File: config.mk
export PLATFORM = sky130hd
export DESIGN_NAME = eidack_top
export DESIGN_NICKNAME = d
export VERILOG_FILES = /design/src/design/eidack_pkg.sv /design/src/design/eidack_top.sv
export SDC_FILE = /design/constraint.sdc
export NUM_CORES = 1
export LEC_CHECK = 0
export BUFFER_PORTS_ARGS = -buffer_cell sky130_fd_sc_hd__buf_4
export CELL_PAD_IN_SITES_DETAIL_PLACEMENT = 1
export CELL_PAD_IN_SITES_GLOBAL_PLACEMENT = 2
export CORE_ASPECT_RATIO = 0.8
export CORE_MARGIN = 10
export CORE_UTILIZATION = 31
export DETAILED_ROUTE_END_ITERATION = 6
export MAX_ROUTING_LAYER = met4
export PLACE_DENSITY_LB_ADDON = 0.1
export RECOVER_POWER = 50
export REMOVE_ABC_BUFFERS = 1
export SLEW_MARGIN = 30
export SYNTH_ARGS = -nofsm -noshare
export SYNTH_HDL_FRONTEND = slang
export SYNTH_SLANG_ARGS = --single-unit
export TNS_END_PERCENT = 100
File: constraint.sdc
create_clock -name core_clk -period 1 [get_ports core_clk]
set_input_delay 0.1 -clock core_clk [delete_from_list [all_inputs] [get_ports core_clk]]
set_output_delay 0.1 -clock core_clk [all_outputs]
set_load 0.01 [all_outputs]
File: src/design/eidack_pkg.sv
// Package of constants and carriers for the external interrupt detect block
package eidack_pkg;
  localparam int unsigned NUM_REQ       = 4;
  localparam logic        FLAGS_RESET   = 1'b0;
  localparam logic        STROBE_IDLE   = 1'b1;
  localparam logic [3:0]  PINS_IDLE     = 4'hF;

  // Core-side handshake for taking interrupts and acknowledging
  typedef struct packed {
    logic       fetch_boundary;
    logic [3:0] accept;
    logic [3:0] sw_clear;
    logic       ack_decode;
    logic       ack_read;
  } eidack_core_t;
endpackage : eidack_pkg

File: src/design/eidack_top.sv
// External interrupt detection, pending flags and acknowledge strobe
`timescale 1ns/1ps
`default_nettype none
module eidack_top (
  // Clock and reset
  input  wire logic                    core_clk,
  input  wire logic                    reset,
  // Phase timing from the core clock generator
  input  wire logic                    phase_one_clock,
  // Mode select
  input  wire logic                    falling_edge_select,
  // External request pins
  input  wire logic [3:0]              ext_request_pins_n,
  // Core side
  input  wire eidack_pkg::eidack_core_t core_in,
  // Results
  output logic      [3:0]              pending_ff,
  output logic      [3:0]              take_ff,
  output logic                         ack_strobe_n
);
  import eidack_pkg::*;

  logic [3:0] req_s1_ff;
  logic [3:0] req_s2_ff;
  logic [3:0] req_s3_ff;
  logic [3:0] req_ff;
  logic [3:0] req_prev_ff;
  logic       ph1_s1_ff;
  logic       ph1_s2_ff;
  logic       ph1_s3_ff;
  logic       ph1_ff;
  logic       ph1_prev_ff;
  logic       ph1_fall;
  logic [3:0] clr;
  logic [3:0] detect;
  logic [3:0] nxt_pending;
  logic [3:0] edge_seen_ff;

  // Three-stage synchronisers; a change counts when stages two and three agree
  always_ff @(posedge core_clk) begin
    if (reset) begin
      req_s1_ff <= PINS_IDLE;
      req_s2_ff <= PINS_IDLE;
      req_s3_ff <= PINS_IDLE;
      req_ff    <= PINS_IDLE;
      ph1_s1_ff <= 1'b0;
      ph1_s2_ff <= 1'b0;
      ph1_s3_ff <= 1'b0;
      ph1_ff    <= 1'b0;
    end else begin
      req_s1_ff <= ext_request_pins_n;
      req_s2_ff <= req_s1_ff;
      req_s3_ff <= req_s2_ff;
      for (int i = 0; i < NUM_REQ; i++) begin
        if (req_s2_ff[i] == req_s3_ff[i]) begin
          req_ff[i] <= req_s3_ff[i];
        end
      end
      ph1_s1_ff <= phase_one_clock;
      ph1_s2_ff <= ph1_s1_ff;
      ph1_s3_ff <= ph1_s2_ff;
      if (ph1_s2_ff == ph1_s3_ff) begin
        ph1_ff <= ph1_s3_ff;
      end
    end
  end

  // History for edge detection on the filtered signals
  always_ff @(posedge core_clk) begin
    if (reset) begin
      req_prev_ff <= PINS_IDLE;
      ph1_prev_ff <= 1'b0;
    end else begin
      req_prev_ff <= req_ff;
      ph1_prev_ff <= ph1_ff;
    end
  end

  // Sampling instant at phase-one fall
  assign ph1_fall = ph1_prev_ff & ~ph1_ff;

  // Falling transitions latched on the core clock until the next sample
  always_ff @(posedge core_clk) begin
    if (reset) begin
      edge_seen_ff <= 4'h0;
    end else if (ph1_fall) begin
      edge_seen_ff <= req_prev_ff & ~req_ff;
    end else begin
      edge_seen_ff <= edge_seen_ff | (req_prev_ff & ~req_ff);
    end
  end

  // Detection per mode; a late pin is simply caught one sample later
  always_comb begin
    if (falling_edge_select) begin
      detect = {4{ph1_fall}} & (edge_seen_ff | (req_prev_ff & ~req_ff));
    end else begin
      detect = {4{ph1_fall}} & ~req_ff;
    end
  end

  // Clears from core acceptance or software
  assign clr = core_in.accept | core_in.sw_clear;

  // Clear wins over a coincident sample; set again from the next sample on
  always_comb begin
    nxt_pending = (pending_ff | detect) & ~clr;
  end

  always_ff @(posedge core_clk) begin
    if (reset) begin
      pending_ff <= {NUM_REQ{FLAGS_RESET}};
    end else begin
      pending_ff <= nxt_pending;
    end
  end

  // Pending flags reach the core only at a fetch boundary
  always_ff @(posedge core_clk) begin
    if (reset) begin
      take_ff <= 4'h0;
    end else if (core_in.fetch_boundary) begin
      take_ff <= pending_ff & ~clr;
    end else begin
      take_ff <= 4'h0;
    end
  end

  // Acknowledge strobe, independent of any interrupt service
  always_ff @(posedge core_clk) begin
    if (reset) begin
      ack_strobe_n <= STROBE_IDLE;
    end else if (core_in.ack_decode) begin
      ack_strobe_n <= 1'b0;
    end else if (core_in.ack_read) begin
      ack_strobe_n <= 1'b1;
    end
  end
endmodule : eidack_top
`default_nettype wire

Yosys cells after proc, flatten, opt, wreduce, memory -nomap -nowiden
Index checks and enable logic that the tools add are counted.

Bits in registers: 38. ROM bits: 0. Bits in writable memories: 0. Memories: 0. Word-level logic and storage cells: 41. Bits in latches: 0. Input port bits: 19.

$add $sub $neg: 0. Shift-type cells: 0. Reduce and logical (&&, ||, !) cells: 2. Divide/modulo/power cells: 0. $mul: 0. Bitwise logic cells: 13. Multiplexer cells: 4. Eq/ne operators: 5. $lt $le $gt $ge: 0.

Operators by type and width (number): AND 4 bit (5); bitwise OR 4 bit (3); 2-to-1 mux 4 bit (2); inverter 4 bit (2); == test 1 bit (5); 2-to-1 mux 1 bit (2); inverter 1 bit (2); nonzero test 2 bit (1); OR reduction 2 bit (1); AND 1 bit (1).

Depth between registers and ports, before layout
Depth in word-level cells: 7. Depth in mapped cells: 3.

Least setup slack after synthesis
No wires, ideal clock.

Path kind: register to register. Start point: register ph1_ff. End point: register edge_seen_ff[1]. Library setup time: 0.116 ns. Cell stages (with the launch flop): 4. Slack: 0.187 ns. Arrival: 0.697 ns. Required time: 0.884 ns. Buffers on the path: 0. Period minus slack after synthesis: 0.813 ns. Path through: dfxtp_1 nand2b_1 a21oi_1 nor2_1.

Word-level cells in the longest chain between the ends: 3.

Ends and longest elaborated chain: start, declared (line eidack_top.sv:31) `logic ph1_ff;`; start signal, assigned (line eidack_top.sv:63) `ph1_ff <= ph1_s3_ff;`; inverter 1 bit (line eidack_top.sv:80) `assign ph1_fall = ph1_prev_ff & ~ph1_ff;`; AND 1 bit (line eidack_top.sv:80); 2-to-1 mux 4 bit (line eidack_top.sv:86) `end else if (ph1_fall) begin`; end signal, assigned (line eidack_top.sv:87) `edge_seen_ff <= req_prev_ff & ~req_ff;`; end signal, assigned (line eidack_top.sv:89) `edge_seen_ff <= edge_seen_ff | (req_prev_ff & ~req_ff);`; end, declared (line eidack_top.sv:37) `logic [3:0] edge_seen_ff;`.

Every way passes these cells. A chain may end at the register's enable or synchronous reset.

Worst setup path in the final report
Start point: register ph1_prev_ff. End point: register pending_ff[1].

Word-level cells in the longest chain between the ends: 5. Elaborated cells between the ends (all ways): 6.

Ends and longest elaborated chain: start, declared (line eidack_top.sv:32) `logic ph1_prev_ff;`; start signal, assigned (line eidack_top.sv:75) `ph1_prev_ff <= ph1_ff;`; AND 1 bit (*) (line eidack_top.sv:80); AND 4 bit (on tied branches) (line eidack_top.sv:98, eidack_top.sv:96); 2-to-1 mux 4 bit (*) (line eidack_top.sv:95) `if (falling_edge_select) begin`; bitwise OR 4 bit (*) (line eidack_top.sv:107) `nxt_pending = (pending_ff | detect) & ~clr;`; AND 4 bit (*) (line eidack_top.sv:107); end signal, assigned (line eidack_top.sv:112) `pending_ff <= {NUM_REQ{FLAGS_RESET}};`; end signal, assigned (line eidack_top.sv:114) `pending_ff <= nxt_pending;`; end, declared (line eidack_top.sv:17) `output logic [3:0] pending_ff,`.

Every way passes the cells marked *; elsewhere a longest branch is shown, timed or not.

==> flow_metrics.tcl <==
set metrics [dict create \
    status "finished clean" \
    wl_per_cell_um 13.25 \
    via_count 950 \
    cp-start-kind "flip-flop" \
    fill_cells 441 \
    finalSetupViolCount 0 \
    tritoncts "yes" \
    cp_data_arrival_time_ns 1.14 \
    rows 20 \
    numPortBuffers 27 \
    p_clk_share_pct 41.6 \
    maxCapViolCount 0 \
    netlist_area_um2 1236 \
    numCtsBuffers 5 \
    post-synth-top-count-cell "dfxtp_1" \
    synth-edff-count 0 \
    rsz0062_at_grt "no" \
    p_sw_share_pct 20.14 \
    grtUsageTotal_pct 8.783 \
    drt_iter0_drc 8 \
    first_global_vias 1003 \
    ff_latch_area_um2 760.7 \
    drt_wl_total_mm 2.863 \
    first_pass_iters 4 \
    synthTopCellsByCount "38 x dfxtp_1, 16 x or2_1, 15 x nor2_1, 13 x a21oi_1, 11 x nor2b_1" \
    powerDensity_nw_per_um2 1722 \
    finalClockSkew_ns 0.007539 \
    p_leak_nw 0.6907 \
    fin_cells 216 \
    synth_area_leaders "dfxtp_1 62%, or2_1 8.1%, nor2b_1 5.6%, a21oi_1 5.3%, nor2_1 4.6%" \
    postSynthCellCount 121 \
    hold_viol 0 \
    n_antenna_cell 0 \
    die_area_um2 6929 \
    r2r_cells 3 \
    synthToLayoutAreaGrowth_pct 37.25 \
    gp_congestion 0.7361 \
    synth_top_area_share_pct 61.54 \
    hpwl_mm 2.076 \
    grt_pass1_wl_mm 4.692 \
    setup_tns_ns 0 \
    end_kind "flip-flop" \
    holdPathStages 2 \
    cts_root_buf "clkbuf_8" \
    ys_ff_latch 38 \
    multiInputGateArea_um2 464.2 \
    stdcell_area_um2 1697 \
    ys.flop_type "dfxtp_1" \
    intPower_mw 2.333 \
    ir_drop_mv 0.7585 \
    initial_core_util_pct 32.29 \
    period_share_pct 93.96 \
    dpl_cell_area_um2 1513 \
    slew-limit-headroom_pct 78.23 \
    final_nets 179 \
    grt_max_degree 32 \
    worst_pin_slew_ns 0.3258 \
    synth_top_area_cell "dfxtp_1" \
    slew_violations 0 \
    async_reset_ff_share_pct 0 \
    worstSetupPathType "reg2reg" \
    core_um2 3829 \
    post_synth_num_cell_types 18 \
    drt_drc_violations_left 0 \
    antenna_found_initial 0 \
    power_frac_comb_pct 5.2 \
    final_antenna_net_count 0 \
    p_switching_mw 0.5885 \
    drive_gt1_share_pct 24.22 \
    worstPathRequired_ns 1.20 \
    io_pins 28 \
    avgSynthCellArea_um2 10.22 \
    clkTransAtPathRegs_ns 0.07 \
    yosysWarnings 0 \
    die_w_um 90.60 \
    die_h_um 76.48 \
    clock.fmax_ghz 1.064 \
    seq_area_frac_synth_pct 61.54 \
    hold_path_class "in2reg" \
    place_inst 201 \
    clock_path_buffers 2 \
    avgViaCountPerCell 4.398 \
    seqPwrFrac_pct 53.2 \
    post_cts_buffers 0 \
    crit_fanout 4 \
    grt_overflow 0 \
    clk_latency_ns 0.29 \
    htree_levels 2 \
    clock_sinks 38 \
    fin_crit_ns 0.9396 \
]
-- what timing repair did --
item                                   4_1_cts  5_1_grt
gates resized for setup                      0        2
hold buffers                                 7        0
endpoints found under the hold margin        6        0
setup endpoints to repair                    0        3
-- metal layers --
layer	global-route usage [%]	part of all wire (%)	vias up
li1	-	-	476
met1	9.666	49	442
met2	12.59	44	25
met3	3.642	4.5	7
met4	6.190	2.7	0
met5	-	0	-
-- path summary, 6_finish.rpt --
kind / from / endpoint / slack [ns]
setup / recovery: ph1_prev_ff / pending_ff[1] / 0.06
hold / removal: phase_one_clock / ph1_s1_ff / 0.02
setup reg to reg: ph1_prev_ff / pending_ff[1] / 0.06
hold reg to reg: req_s1_ff[1] / req_s2_ff[1] / 0.41
-- layout make-up --
cell class | count | area share [%]
repair buffers | 35 | 17.04
inverters | 1 | 0.2212
flip-flops and latches | 38 | 44.84
well taps | 55 | 4.056
clock buffers | 8 | 6.490
multi-input cells | 79 | 27.36
-- registers in the layout, indices dropped and copies added, names as in the netlist --
signal / count
ph1_ff: 1
req_s3_ff: 4
req_ff: 4
ack_strobe_n: 1
ph1_s3_ff: 1
pending_ff: 4
ph1_s2_ff: 1
req_s1_ff: 4
req_prev_ff: 4
ph1_s1_ff: 1
take_ff: 4
req_s2_ff: 4
ph1_prev_ff: 1
edge_seen_ff: 4
-- metrics by stage --
step | util [%] | setup WS (ns) | total power, mW | hold WS [ns]
floorplan | - | 0.1895 | 1.619 | 0.1691
global placement | 39.51 | 0.1066 | 1.715 | 0.2741
detailed placement | 39.51 | 0.06177 | 1.721 | 0.2794
CTS | 44.22 | 0.04337 | 2.969 | 0.004736
global route | 44.31 | 0.003480 | 3.046 | 0.008844
finish | 44.31 | 0.06039 | 2.922 | 0.01766
-- worst max-delay path, cell delays in order (launching register included) --
cell and delay [ns]:
dfxtp_1 0.34, nor2b_4 0.19, nor2_1 0.06, nor4bb_1 0.26
-- power groups by stage --
stage                     clock network [mW]  logic [mW]  registers [mW]
after floorplan                            0      0.0335            1.59
after global placement                     0       0.128            1.59
after detailed placement                   0       0.133            1.59
after CTS                               1.26       0.155            1.55
after global routing                    1.32       0.166            1.56
final                                   1.22       0.152            1.55
-- cell families after synthesis --
family	Yosys count	share of synthesized area, %
compound gates	25	11.74
buf+inv	4	1.518
simple gates	54	25.20
flops	38	61.54
-- placed cells by master (no fill, tap or decap), types with 2 or more instances in the layout --
cell type and instances:
o21bai_1 5, o21ai_1 4, and3_1 3, buf_4 24, clkbuf_4 2, dfxtp_1 38
or2_1 16, nor2b_1 11, nand2_1 2, nor4bb_1 3, dlygate4sd3_1 7, nor2_1 15
clkbuf_8 8, a21oi_1 13
(Power assumes the default switching activity.)
